### src/hdl/eit_pkg.sv
// Constants, register map and state layout of the trigger-select block
package eit_pkg;

   // ------------------------------------------------------------
   // Register indices (word index; byte address is four times it)
   // ------------------------------------------------------------
   localparam logic [31:0] IDX_G2_FALL = 32'hFFFFFC04;
   localparam logic [31:0] IDX_G5_FALL = 32'hFFFFFC0A;
   localparam logic [31:0] IDX_G6_FALL = 32'hFFFFFC0C;
   localparam logic [31:0] IDX_GL_FALL = 32'hFFFFFC10;
   localparam logic [31:0] IDX_G2_RISE = 32'hFFFFFC24;
   localparam logic [31:0] IDX_G5_RISE = 32'hFFFFFC2A;
   localparam logic [31:0] IDX_G6_RISE = 32'hFFFFFC2C;
   localparam logic [31:0] IDX_GL_RISE = 32'hFFFFFC30;
   localparam logic [31:0] IDX_FLAG_STATUS = 32'hFFFFFC40;
   localparam logic [31:0] IDX_FLAG_CLEAR = 32'hFFFFFC44;
   localparam logic [31:0] IDX_FLAG_ENABLE = 32'hFFFFFC48;

   // ------------------------------------------------------------
   // Source layout: one byte lane per group, bit index = pin number
   // ------------------------------------------------------------
   localparam int G2_LSB = 0;
   localparam int G5_LSB = 8;
   localparam int G6_LSB = 16;
   localparam int GL_LSB = 24;
   localparam int NMI_BIT = 0;

   localparam logic [7:0] G2_MASK = 8'h3F;
   localparam logic [7:0] G5_MASK = 8'h07;
   localparam logic [7:0] G6_MASK = 8'hE0;
   localparam logic [7:0] GL_MASK = 8'h03;
   localparam logic [31:0] VALID_MASK = {GL_MASK, G6_MASK, G5_MASK, G2_MASK};
   localparam logic [31:0] NMI_MASK = 32'h00000001;

   // ------------------------------------------------------------
   // Reset values
   // ------------------------------------------------------------
   localparam logic [7:0] G2_RISE_RST = 8'h3F;
   localparam logic [7:0] G5_RISE_RST = 8'h07;
   localparam logic [7:0] G6_RISE_RST = 8'hE0;
   localparam logic [7:0] GL_RISE_RST = 8'h03;
   localparam logic [31:0] RISE_RST =
      {GL_RISE_RST, G6_RISE_RST, G5_RISE_RST, G2_RISE_RST};
   localparam logic [31:0] FALL_RST = 32'h00000000;
   localparam logic [31:0] ENABLE_RST = 32'h00000000;

   // ------------------------------------------------------------
   // Timing: level sampling at main clock / 4, input filter warm-up
   // ------------------------------------------------------------
   localparam int LEVEL_DIV = 4;
   localparam logic [1:0] DIV_LAST = 2'(LEVEL_DIV - 1);
   localparam logic [1:0] WARM_DONE = 2'h3;

   // Trigger mode per pin, coded {falling bit, rising bit}
   typedef enum logic [1:0] {
      MODE_FALL  = 2'b00,
      MODE_RISE  = 2'b01,
      MODE_LEVEL = 2'b10,
      MODE_BOTH  = 2'b11
   } eit_mode_e;

   // Whole state of the block
   typedef struct packed {
      logic [31:0] fall;
      logic [31:0] rise;
      logic [31:0] enable;
      logic [31:0] flag;
      logic [31:0] sync1;
      logic [31:0] sync2;
      logic [31:0] sync3;
      logic [31:0] filt;
      logic [31:0] rdata;
      logic [1:0] div;
      logic [1:0] warm;
      logic bus_ack;
   } eit_state_s;

endpackage

### src/hdl/eit_trigger_select.sv
// Trigger-mode selection and request flags for external interrupt pins
//
// Notes on behaviour
// RQ1 - Falling/rising bit pair: 00 fall, 01 rise, 10 low level, 11 both.
// RQ2 - Group-2 pins 1..5 sit at bits 5..1 of group-2 registers.
// RQ3 - Group-5 pins 0..2 sit at bits 2..0 of group-5 registers.
// RQ4 - Group-6 pins 5..7 sit at bits 7..5 of group-6 registers.
// RQ5 - Fourth-group pins 0 and 1 sit at bits 0 and 1.
// RQ6 - Bit 0 of the group-2 registers selects the NMI trigger.
// RQ7 - Each pin's edge is chosen by its own bit pair alone.
// RQ8 - Low-level mode samples the pin every fourth main clock.
// RQ9 - A low sample in level mode latches the pin's request flag.
// RQ10 - Acknowledge clears the flag; a still-low pin sets it again.
// RQ11 - Service routine should release the pin, then clear the flag.
// RQ12 - A level request that goes away stays pending.
// RQ13 - Software clears the flag to drop such a pending request.
// RQ14 - Specification registers read and write as bytes or bits.
// RQ15 - Software sets pin mode before programming trigger bits.
// RQ16 - Unimplemented specification bits read zero, ignore writes.
`timescale 1ns/1ns
module eit_trigger_select (
   // Clock and reset
   input wire logic sys_clk_i,
   input wire logic reset_n_i,
   // Avalon-MM slave
   input wire logic [31:0] avs_address_i,
   input wire logic avs_read_i,
   input wire logic avs_write_i,
   input wire logic [31:0] avs_writedata_i,
   input wire logic [3:0] avs_byteenable_i,
   output logic [31:0] avs_readdata_o,
   output logic avs_waitrequest_o,
   // Request pins
   input wire logic nmi_pin_i,
   input wire logic [5:1] group2_request_pin_i,
   input wire logic [2:0] group5_request_pin_i,
   input wire logic [7:5] group6_request_pin_i,
   input wire logic [1:0] group_l_request_pin_i,
   // Acknowledge from the CPU, one bit per source in flag layout
   input wire logic [31:0] irq_ack_i,
   // Interrupt outputs
   output logic irq_o,
   output logic nmi_o
);

   // ------------------------------------------------------------
   // State
   // ------------------------------------------------------------
   eit_pkg::eit_state_s st_ff;
   eit_pkg::eit_state_s nxt_st;

   logic [31:0] pin_vec;
   logic [31:0] rise_ev;
   logic [31:0] fall_ev;
   logic [31:0] edge_set;
   logic [31:0] level_set;
   logic [31:0] flag_set;
   logic [31:0] flag_clr;
   logic [31:0] byte_mask;
   logic [31:0] lvl_low;
   logic [31:0] filt_nx;
   logic tick;
   logic armed;
   logic bus_req;
   logic wr_go;
   logic rd_go;

   // ------------------------------------------------------------
   // Pin gathering
   // ------------------------------------------------------------
   always_comb begin
      pin_vec = '0;
      pin_vec[eit_pkg::NMI_BIT] = nmi_pin_i; // [RQ6]
      pin_vec[eit_pkg::G2_LSB + 1 +: 5] = group2_request_pin_i; // [RQ2]
      pin_vec[eit_pkg::G5_LSB +: 3] = group5_request_pin_i; // [RQ3]
      pin_vec[eit_pkg::G6_LSB + 5 +: 3] = group6_request_pin_i; // [RQ4]
      pin_vec[eit_pkg::GL_LSB +: 2] = group_l_request_pin_i; // [RQ5]
   end

   // ------------------------------------------------------------
   // Bus handshake
   // ------------------------------------------------------------
   assign bus_req = avs_read_i | avs_write_i;
   assign avs_waitrequest_o = bus_req & ~st_ff.bus_ack;
   assign wr_go = avs_write_i & st_ff.bus_ack;
   assign rd_go = avs_read_i & ~st_ff.bus_ack;
   assign avs_readdata_o = st_ff.rdata;
   assign byte_mask = {{8{avs_byteenable_i[3]}}, {8{avs_byteenable_i[2]}},
                       {8{avs_byteenable_i[1]}}, {8{avs_byteenable_i[0]}}};

   // ------------------------------------------------------------
   // Detection
   // ------------------------------------------------------------
   assign tick = (st_ff.div == eit_pkg::DIV_LAST); // [RQ8]
   assign armed = (st_ff.warm == eit_pkg::WARM_DONE);
   assign lvl_low = st_ff.fall & ~st_ff.rise & ~st_ff.filt &
                    eit_pkg::VALID_MASK;

   always_comb begin
      // Filter: a change counts once the second and third stages agree;
      // in warm-up it tracks the second stage, so idle is not an edge
      if (armed) begin
         filt_nx = (st_ff.sync2 & st_ff.sync3) |
                   ((st_ff.sync2 ^ st_ff.sync3) & st_ff.filt);
      end else begin
         filt_nx = st_ff.sync2;
      end
      rise_ev = filt_nx & ~st_ff.filt & {32{armed}};
      fall_ev = ~filt_nx & st_ff.filt & {32{armed}};
      // Each pin decodes its own bit pair
      edge_set = (~st_ff.fall & ~st_ff.rise & fall_ev) | // [RQ1] [RQ7]
                 (~st_ff.fall & st_ff.rise & rise_ev) | // [RQ1] [RQ7]
                 (st_ff.fall & st_ff.rise & (rise_ev | fall_ev)); // [RQ1]
      level_set = lvl_low & {32{tick & armed}}; // [RQ8] [RQ9]
      flag_set = (edge_set | level_set) & eit_pkg::VALID_MASK;
   end

   // ------------------------------------------------------------
   // Next state
   // ------------------------------------------------------------
   always_comb begin
      nxt_st.fall = st_ff.fall;
      nxt_st.rise = st_ff.rise;
      nxt_st.enable = st_ff.enable;
      nxt_st.sync1 = pin_vec;
      nxt_st.sync2 = st_ff.sync1;
      nxt_st.sync3 = st_ff.sync2;
      nxt_st.filt = filt_nx;
      nxt_st.rdata = st_ff.rdata;
      nxt_st.div = st_ff.div + 2'h1;
      nxt_st.warm = armed ? st_ff.warm : st_ff.warm + 2'h1;
      nxt_st.bus_ack = bus_req & ~st_ff.bus_ack;
      flag_clr = irq_ack_i; // [RQ10]

      // Register writes take effect on the cycle waitrequest is low
      if (wr_go) begin
         if (avs_address_i == eit_pkg::IDX_G2_FALL) begin
            if (avs_byteenable_i[0]) begin
               nxt_st.fall[eit_pkg::G2_LSB +: 8] =
                  avs_writedata_i[7:0] & eit_pkg::G2_MASK; // [RQ2] [RQ6]
            end
         end else if (avs_address_i == eit_pkg::IDX_G5_FALL) begin
            if (avs_byteenable_i[0]) begin
               nxt_st.fall[eit_pkg::G5_LSB +: 8] =
                  avs_writedata_i[7:0] & eit_pkg::G5_MASK; // [RQ3] [RQ16]
            end
         end else if (avs_address_i == eit_pkg::IDX_G6_FALL) begin
            if (avs_byteenable_i[0]) begin
               nxt_st.fall[eit_pkg::G6_LSB +: 8] =
                  avs_writedata_i[7:0] & eit_pkg::G6_MASK; // [RQ4] [RQ16]
            end
         end else if (avs_address_i == eit_pkg::IDX_GL_FALL) begin
            if (avs_byteenable_i[0]) begin
               nxt_st.fall[eit_pkg::GL_LSB +: 8] =
                  avs_writedata_i[7:0] & eit_pkg::GL_MASK; // [RQ5] [RQ16]
            end
         end else if (avs_address_i == eit_pkg::IDX_G2_RISE) begin
            if (avs_byteenable_i[0]) begin
               nxt_st.rise[eit_pkg::G2_LSB +: 8] =
                  avs_writedata_i[7:0] & eit_pkg::G2_MASK; // [RQ2] [RQ6]
            end
         end else if (avs_address_i == eit_pkg::IDX_G5_RISE) begin
            if (avs_byteenable_i[0]) begin
               nxt_st.rise[eit_pkg::G5_LSB +: 8] =
                  avs_writedata_i[7:0] & eit_pkg::G5_MASK; // [RQ3] [RQ14]
            end
         end else if (avs_address_i == eit_pkg::IDX_G6_RISE) begin
            if (avs_byteenable_i[0]) begin
               nxt_st.rise[eit_pkg::G6_LSB +: 8] =
                  avs_writedata_i[7:0] & eit_pkg::G6_MASK; // [RQ4] [RQ14]
            end
         end else if (avs_address_i == eit_pkg::IDX_GL_RISE) begin
            if (avs_byteenable_i[0]) begin
               nxt_st.rise[eit_pkg::GL_LSB +: 8] =
                  avs_writedata_i[7:0] & eit_pkg::GL_MASK; // [RQ5] [RQ14]
            end
         end else if (avs_address_i == eit_pkg::IDX_FLAG_CLEAR) begin
            flag_clr = flag_clr |
               (avs_writedata_i & byte_mask & eit_pkg::VALID_MASK);
         end else if (avs_address_i == eit_pkg::IDX_FLAG_ENABLE) begin
            nxt_st.enable = ((st_ff.enable & ~byte_mask) |
               (avs_writedata_i & byte_mask)) & eit_pkg::VALID_MASK;
         end
      end

      // A set in the same cycle as a clear wins
      nxt_st.flag = (st_ff.flag & ~flag_clr) | flag_set; // [RQ10] [RQ12]

      // Read data is captured in the first cycle of a read
      if (rd_go) begin
         if (avs_address_i == eit_pkg::IDX_G2_FALL) begin
            nxt_st.rdata = {24'h0, st_ff.fall[eit_pkg::G2_LSB +: 8]};
         end else if (avs_address_i == eit_pkg::IDX_G5_FALL) begin
            nxt_st.rdata = {24'h0, st_ff.fall[eit_pkg::G5_LSB +: 8]};
         end else if (avs_address_i == eit_pkg::IDX_G6_FALL) begin
            nxt_st.rdata = {24'h0, st_ff.fall[eit_pkg::G6_LSB +: 8]};
         end else if (avs_address_i == eit_pkg::IDX_GL_FALL) begin
            nxt_st.rdata = {24'h0, st_ff.fall[eit_pkg::GL_LSB +: 8]};
         end else if (avs_address_i == eit_pkg::IDX_G2_RISE) begin
            nxt_st.rdata = {24'h0, st_ff.rise[eit_pkg::G2_LSB +: 8]};
         end else if (avs_address_i == eit_pkg::IDX_G5_RISE) begin
            nxt_st.rdata = {24'h0, st_ff.rise[eit_pkg::G5_LSB +: 8]};
         end else if (avs_address_i == eit_pkg::IDX_G6_RISE) begin
            nxt_st.rdata = {24'h0, st_ff.rise[eit_pkg::G6_LSB +: 8]};
         end else if (avs_address_i == eit_pkg::IDX_GL_RISE) begin
            nxt_st.rdata = {24'h0, st_ff.rise[eit_pkg::GL_LSB +: 8]};
         end else if (avs_address_i == eit_pkg::IDX_FLAG_STATUS) begin
            nxt_st.rdata = st_ff.flag;
         end else if (avs_address_i == eit_pkg::IDX_FLAG_ENABLE) begin
            nxt_st.rdata = st_ff.enable;
         end else begin
            nxt_st.rdata = 32'h00000000;
         end
      end
   end

   // ------------------------------------------------------------
   // State register
   // ------------------------------------------------------------
   always_ff @(posedge sys_clk_i or negedge reset_n_i) begin
      if (!reset_n_i) begin
         st_ff <= '0;
         st_ff.rise <= eit_pkg::RISE_RST;
         st_ff.fall <= eit_pkg::FALL_RST;
         st_ff.enable <= eit_pkg::ENABLE_RST;
      end else begin
         st_ff <= nxt_st;
      end
   end

   // ------------------------------------------------------------
   // Interrupt outputs
   // ------------------------------------------------------------
   assign irq_o = |(st_ff.flag & st_ff.enable & ~eit_pkg::NMI_MASK);
   assign nmi_o = st_ff.flag[eit_pkg::NMI_BIT]; // [RQ6]

   // Per-pin mode decode seen by the checks below
   logic [31:0] lvl_mode;
   logic [31:0] fall_hit;
   logic [31:0] both_hit;
   assign lvl_mode = st_ff.fall & ~st_ff.rise & eit_pkg::VALID_MASK;
   assign fall_hit = fall_ev & ~st_ff.fall & ~st_ff.rise &
                     eit_pkg::VALID_MASK;
   assign both_hit = (rise_ev | fall_ev) & st_ff.fall & st_ff.rise &
                     eit_pkg::VALID_MASK;
endmodule

### config.mk
export PLATFORM = sky130hd
export DESIGN_NAME = eit_trigger_select
export DESIGN_NICKNAME = d
export VERILOG_FILES = /design/src/hdl/eit_pkg.sv /design/src/hdl/eit_trigger_select.sv
export SDC_FILE = /design/constraint.sdc
export NUM_CORES = 1
export LEC_CHECK = 0
export BUFFER_PORTS_ARGS = -buffer_cell sky130_fd_sc_hd__buf_4
export CAP_MARGIN = 15
export CORE_MARGIN = 10
export CORE_UTILIZATION = 50
export DETAILED_ROUTE_END_ITERATION = 8
export MAX_ROUTING_LAYER = met4
export PLACE_DENSITY = 0.74
export SKIP_LAST_GASP = 1
export SYNTH_ARGS = -nofsm -noshare
export SYNTH_HDL_FRONTEND = slang
export SYNTH_SLANG_ARGS = --single-unit
### constraint.sdc
create_clock -name sys_clk_i -period 1.93 [get_ports sys_clk_i]
set_clock_uncertainty 0.1 [all_clocks]
set_input_delay 0.2895 -clock sys_clk_i [delete_from_list [all_inputs] [get_ports sys_clk_i]]
set_output_delay 0.2895 -clock sys_clk_i [all_outputs]
set_load 0.01 [all_outputs]
After elaboration in Yosys (flattened, before gate mapping)
Cells that the tools add are included.

word-level totals
  memory bits (writable) = 0
  output and inout bits = 35
  bits in registers = 185
  ROM bits = 0
  word-level logic and storage cells = 113
  latch bits = 0
  bits of input ports = 118
  memories kept = 0

cells by class
  multiplexer cells = 21
  div/mod/pow operators = 0
  add/sub/neg operators = 2
  bitwise logic cells = 49
  reductions and logical operators = 10
  shift operators = 0
  equal/unequal tests = 13
  $mul = 0
  $lt $le $gt $ge = 0

operators by type and width
  operator                                                        count
  32-bit 2-to-1 mux                                               20
  26-bit AND                                                      16
  32-bit == test (second input constant)                          11
  26-bit NOT                                                      5
  26-bit bitwise OR                                               5
  32-bit by 26-bit bitwise OR with 32-bit output                  2
  26-bit by 32-bit AND with 32-bit output                         1
  32-bit by 26-bit AND with 32-bit output                         1
  32-bit AND                                                      1
  32-bit NOT                                                      1
  26-bit by 32-bit bitwise OR with 32-bit output                  1
  31-bit OR reduction                                             1
  26-bit 2-to-1 mux                                               1
  26-bit bitwise XOR                                              1
  11-bit AND reduction                                            1
  1-bit NOT                                                       10
  10-bit AND reduction                                            1
  9-bit AND reduction                                             1
  8-bit AND reduction                                             1
  7-bit AND reduction                                             1
  6-bit AND reduction                                             1
  5-bit AND reduction                                             1
  2-bit by 1-bit adder with 2-bit output (second input constant)  2
  1-bit AND                                                       4
  other kinds (4)                                                 5

Longest topological paths before layout
  depth in word-level cells = 15
  mapped depth = 8
  gate-level depth less buffers = 7

Least setup slack after synthesis
Ideal clock, no wire load.

  path type = in2reg
  start point = in avs_address_i[8]
  end point = reg st_ff, in the netlist avs_readdata_o[0]
  path slack = -0.250 ns
  setup time = 0.125 ns
  stages on the path = 6
  required time = 1.705 ns
  buffers on the path = 0
  arrival time = 1.956 ns
  cells stage by stage = nand4bb_4 -> nor4_4 -> nand3_4 -> or4_1 -> a311oi_1 -> o21ai_1

on the way
  cells in the longest elaborated chain, start to end = 11
  elaborated cells between the ends (all ways) = 20

RTL lines
  item                   RTL line                   RTL
  start, declared        eit_trigger_select.sv:26   input wire logic [31:0] avs_address_i,
  32-bit == test         eit_trigger_select.sv:209  end else if (avs_address_i == eit_pkg::IDX_FLAG_ENABLE) begin
  26-bit 2-to-1 mux      eit_trigger_select.sv:209
  32-bit 2-to-1 mux      eit_trigger_select.sv:207  end else if (avs_address_i == eit_pkg::IDX_FLAG_STATUS) begin
  32-bit 2-to-1 mux      eit_trigger_select.sv:205  end else if (avs_address_i == eit_pkg::IDX_GL_RISE) begin
  32-bit 2-to-1 mux      eit_trigger_select.sv:203  end else if (avs_address_i == eit_pkg::IDX_G6_RISE) begin
  32-bit 2-to-1 mux      eit_trigger_select.sv:201  end else if (avs_address_i == eit_pkg::IDX_G5_RISE) begin
  32-bit 2-to-1 mux      eit_trigger_select.sv:199  end else if (avs_address_i == eit_pkg::IDX_G2_RISE) begin
  32-bit 2-to-1 mux      eit_trigger_select.sv:197  end else if (avs_address_i == eit_pkg::IDX_GL_FALL) begin
  32-bit 2-to-1 mux      eit_trigger_select.sv:195  end else if (avs_address_i == eit_pkg::IDX_G6_FALL) begin
  32-bit 2-to-1 mux      eit_trigger_select.sv:193  end else if (avs_address_i == eit_pkg::IDX_G5_FALL) begin
  32-bit 2-to-1 mux (*)  eit_trigger_select.sv:191  if (avs_address_i == eit_pkg::IDX_G2_FALL) begin
  end signal, assigned   eit_trigger_select.sv:227  st_ff <= nxt_st;
  end, declared          eit_trigger_select.sv:49   eit_pkg::eit_state_s st_ff;

Every way passes the cells marked *; elsewhere a longest branch is shown, timed or not.
A chain may end at the register's enable or synchronous reset.

Worst setup path in the final report
  start point = reg st_ff[170] in the netlist's numbering
  end point = out irq_o

on the way
  cells in the longest elaborated chain, start to end = 2

RTL lines
  item                                     RTL line                   RTL
  32-bit by 26-bit AND with 32-bit output  eit_trigger_select.sv:234  assign irq_o = |(st_ff.flag & st_ff.enable & ~eit_pkg::NMI_MASK);
  31-bit OR reduction                      eit_trigger_select.sv:234
  end, declared                            eit_trigger_select.sv:42   output logic irq_o,

No other way between the ends.

==> impl_results.md <==
- Worst path slowest cell: dfrtp_1
- Final core occ: 0.7017
- Fin crit period: 1986 ps
- Final Wtd Congestion: 0.9062
- Post-Syn Instances: about 670
- Internal power: between 6 and 7 mW
- Initial antenna violation count: 0
- Starting Density: 0.5142
- Core Region: roughly 15,000 sq um
- Die area: 20,370 sq um
- First-pass GRT wire length: around 34 mm
- Yosys cell types: 55
- R2R Setup Slk: 100 ps
- Synthesis-to-finish area growth: 36.47%
- Die Wd: 142.7 microns
- Commonest non-fill, non-tap cell in the layout: buf_4
- Clock Power Share: 0.432
- Most crowded layer after global routing: met2
- CP required: 1540 ps
- Vias in the first global route: 6,302
- Arr. time, crit path: 1600 ps
- Via count: 5,965
- Routed len/inst: 19.71 microns
- Synth Warn #: 0
- Post-synthesis async set-or-reset flop share: 1.000
- Total track usage: 0.2227
- Largest net degree at the start of global routing: 45
- Post-Place Setup Slack: -354.9 ps
- Max-Cap Viols: 0
- Syn avg cell area: 11.31 sq um
- EDFF count, synth: 0
- Ports: 153
- # setup viols final: 1
- Worst Path Max Fanout: 2
- Max Freq: 503.4 MHz
- # rows: 44
- CTS tree: built
- Final TNS setup: -56.36 ps
- H-tree Lvls: 4
- Clk slew on worst S/H paths: ~60 ps
- Layout cells sized above 1: 0.3803
- Finished Layout Cells: between 1k and 1.5k
- Max_slew headroom: 0.6500
- CTS Root Cell: clkbuf_16
- Setup WS post-layout: -56.36 ps
- Inserted Clock Buffers: 17
- CP Capture Type: output port
- Die height: approximately 140 microns
- Crit-path max cell delay: ~400 ps
- Setup Crit Path Kind: flip-flop to output port
- GR Util met1: 0.2689
- I/O Buffers: 136
- Detailed placer's ending HPWL: 15.45 mm
- RSZ-0062 raised after global routing: yes
- Crit-path cells: a22o_1 > a221oi_2 > nand3_1 > buf_6
- ANT cells: 0
- Global Route met2 Usage: 0.3578
- Final Max Tran Viols: 0
- Failing checks: setup timing
- GR Util met3: 0.06036
- DR vias/cell: 5.533
- Tcrit/Tclk final: 1.029
- Synth Net Count: 800
- Sw Ratio: 0.2395
- Net load switching power: 1.915 mW
- Hold Fails Final Rpt: 0
- Peak VDD IR: 0.0006629 V
- Status: finished, violations left
- Final antenna-violating net count: 0
- Drt total wl: 21.24 mm
- Startpoint class of the critical path: flip-flop
- Post-synthesis sequential area ratio: 0.5573
- Top FF cell, synth: dfrtp_1
- #FFs+latches synth: 167
- Seq pwr share: 0.470
- Area of the mapped netlist: 7530 sq um
- Fillcell total: 1,010
- Residual DRC count: 0
- Clock Latency Late Sink: between 400 and 500 ps
- Comb power frac: 0.098
- Pwr Density: 778.1 nW/um^2
- 1st-iter DRT viols: 370
- Hold crit path type: input port to flip-flop
- Clk sink count: 167
- Layout net count: 1,015
- Worst Tran Pin Value: 525.1 ps
- Most frequent cells in the layout: 200 x buf_4, 152 x dfrtp_1, 52 x a21oi_1
- Dpl cells: 1,001
- Drt first pass iters: 5
- Maximum clock path buffer count: 2
- Overflow after GRT: 0
- Pleak: 4.834 nW
-- registers in the layout, indices dropped and copies added, names as in the netlist, named ones only --
| register | cells |
|---|---|
| avs_readdata_o | 32 |
| nxt_st | 28 |
| nmi_o | 1 |
| st_ff | 92 |
-- metrics by stage --
step	hold slack [ps]	power [mW]	area, sq um
2_1_floorplan	-106.1	4.070	7689
3_3_place_gp	143.3	4.480	9174
3_5_place_dp	150.7	4.507	9174
4_1_cts	2.096	8.045	10240
5_1_grt	5.042	8.300	10280
6_report	18.20	7.996	10280
-- worst paths after layout --
path / startpoint / end / cells past startpoint
worst max-delay path: st_ff[170]$_DFF_PN0_ / irq_o / 4
worst min-delay path: avs_writedata_i[21] / flip-flop / 2
worst max register to register: st_ff[0]$_DFF_PN0_ / st_ff[286]$_DFFE_PN0P_ / 4
worst min register to register: nxt_st[102]$_DFF_PN0_ / nxt_st[70]$_DFF_PN0_ / 0
max in group asynchronous: reset_n_i / st_ff[231]$_DFFE_PN1P_ / 3
min in group asynchronous: reset_n_i / avs_readdata_o[11]$_DFFE_PN0P_ / 2
-- synthesized netlist by cell type (8+ instances only) --
master	number	area [sq um]
dfrtp_1	153	3829
a22o_1	18	157.7
nand3_1	19	95.09
nor2b_1	31	193.9
inv_1	19	71.32
mux2_2	43	484.2
dfstp_2	14	367.9
clkbuf_1	14	52.55
ha_1	16	200.2
a21oi_1	53	265.3
nor3b_1	8	60.06
o21ai_0	12	60.06
buf_4	34	255.2
nor2_1	53	198.9
a22oi_1	14	105.1
a32o_1	14	140.1
nand2_1	52	195.2
-- cell type report --
class,instances,area [sq um],area share
Timing Repair Buffer,248,2046,0.1991
Multi-Input combinational cell,428,3124,0.3040
Inverter,19,71.32,0.006940
Sequential cell,167,4198,0.4085
Clock inverter,12,140.1,0.01364
Tap cell,184,230.2,0.02240
Clock buffer,20,466.7,0.04542
-- timing repair --
action / in CTS / in global routing
pin swaps: 4 / 3
setup buffers: 4 / 2
endpoints found under the setup margin: 2 / 15
hold endpoints to repair: 72 / 0
hold buffers: 39 / 0
gates resized for setup: 6 / 7
-- critical path: cells and delay by family (launching register included) --
family,cells,cell delay (ps)
buffers and inverters,1,150
AOI/OAI and AO/OA,2,470
and+or+nand+nor,1,130
DFF,1,410
-- cells by family (layout without fill, tap and decap cells) --
family	Yosys count	count (layout)	synth area share
xor+xnor	5	5	0.005816
fa+ha+maj	16	16	0.02659
mux	43	43	0.06431
buf+inv	71	299	0.05301
compound gates	148	148	0.1358
simple gates	216	216	0.1572
flops	167	167	0.5573
-- power groups by stage --
stage | Sequential, mW | Clock (mW) | Combinational [mW]
3_5_place_dp | 3.82 | 0 | 0.687
6_report | 3.76 | 3.45 | 0.785
2_1_floorplan | 3.78 | 0 | 0.293
5_1_grt | 3.78 | 3.66 | 0.868
4_1_cts | 3.76 | 3.50 | 0.784
3_3_place_gp | 3.81 | 0 | 0.669
-- layer usage --
layer / vias up / share of wire
li1: 2832 / -
met4: 0 / 0.018
met5: - / 0
met2: 188 / 0.49
met3: 32 / 0.057
met1: 2913 / 0.43
No activity file was read; power rests on OpenSTA's default activity.
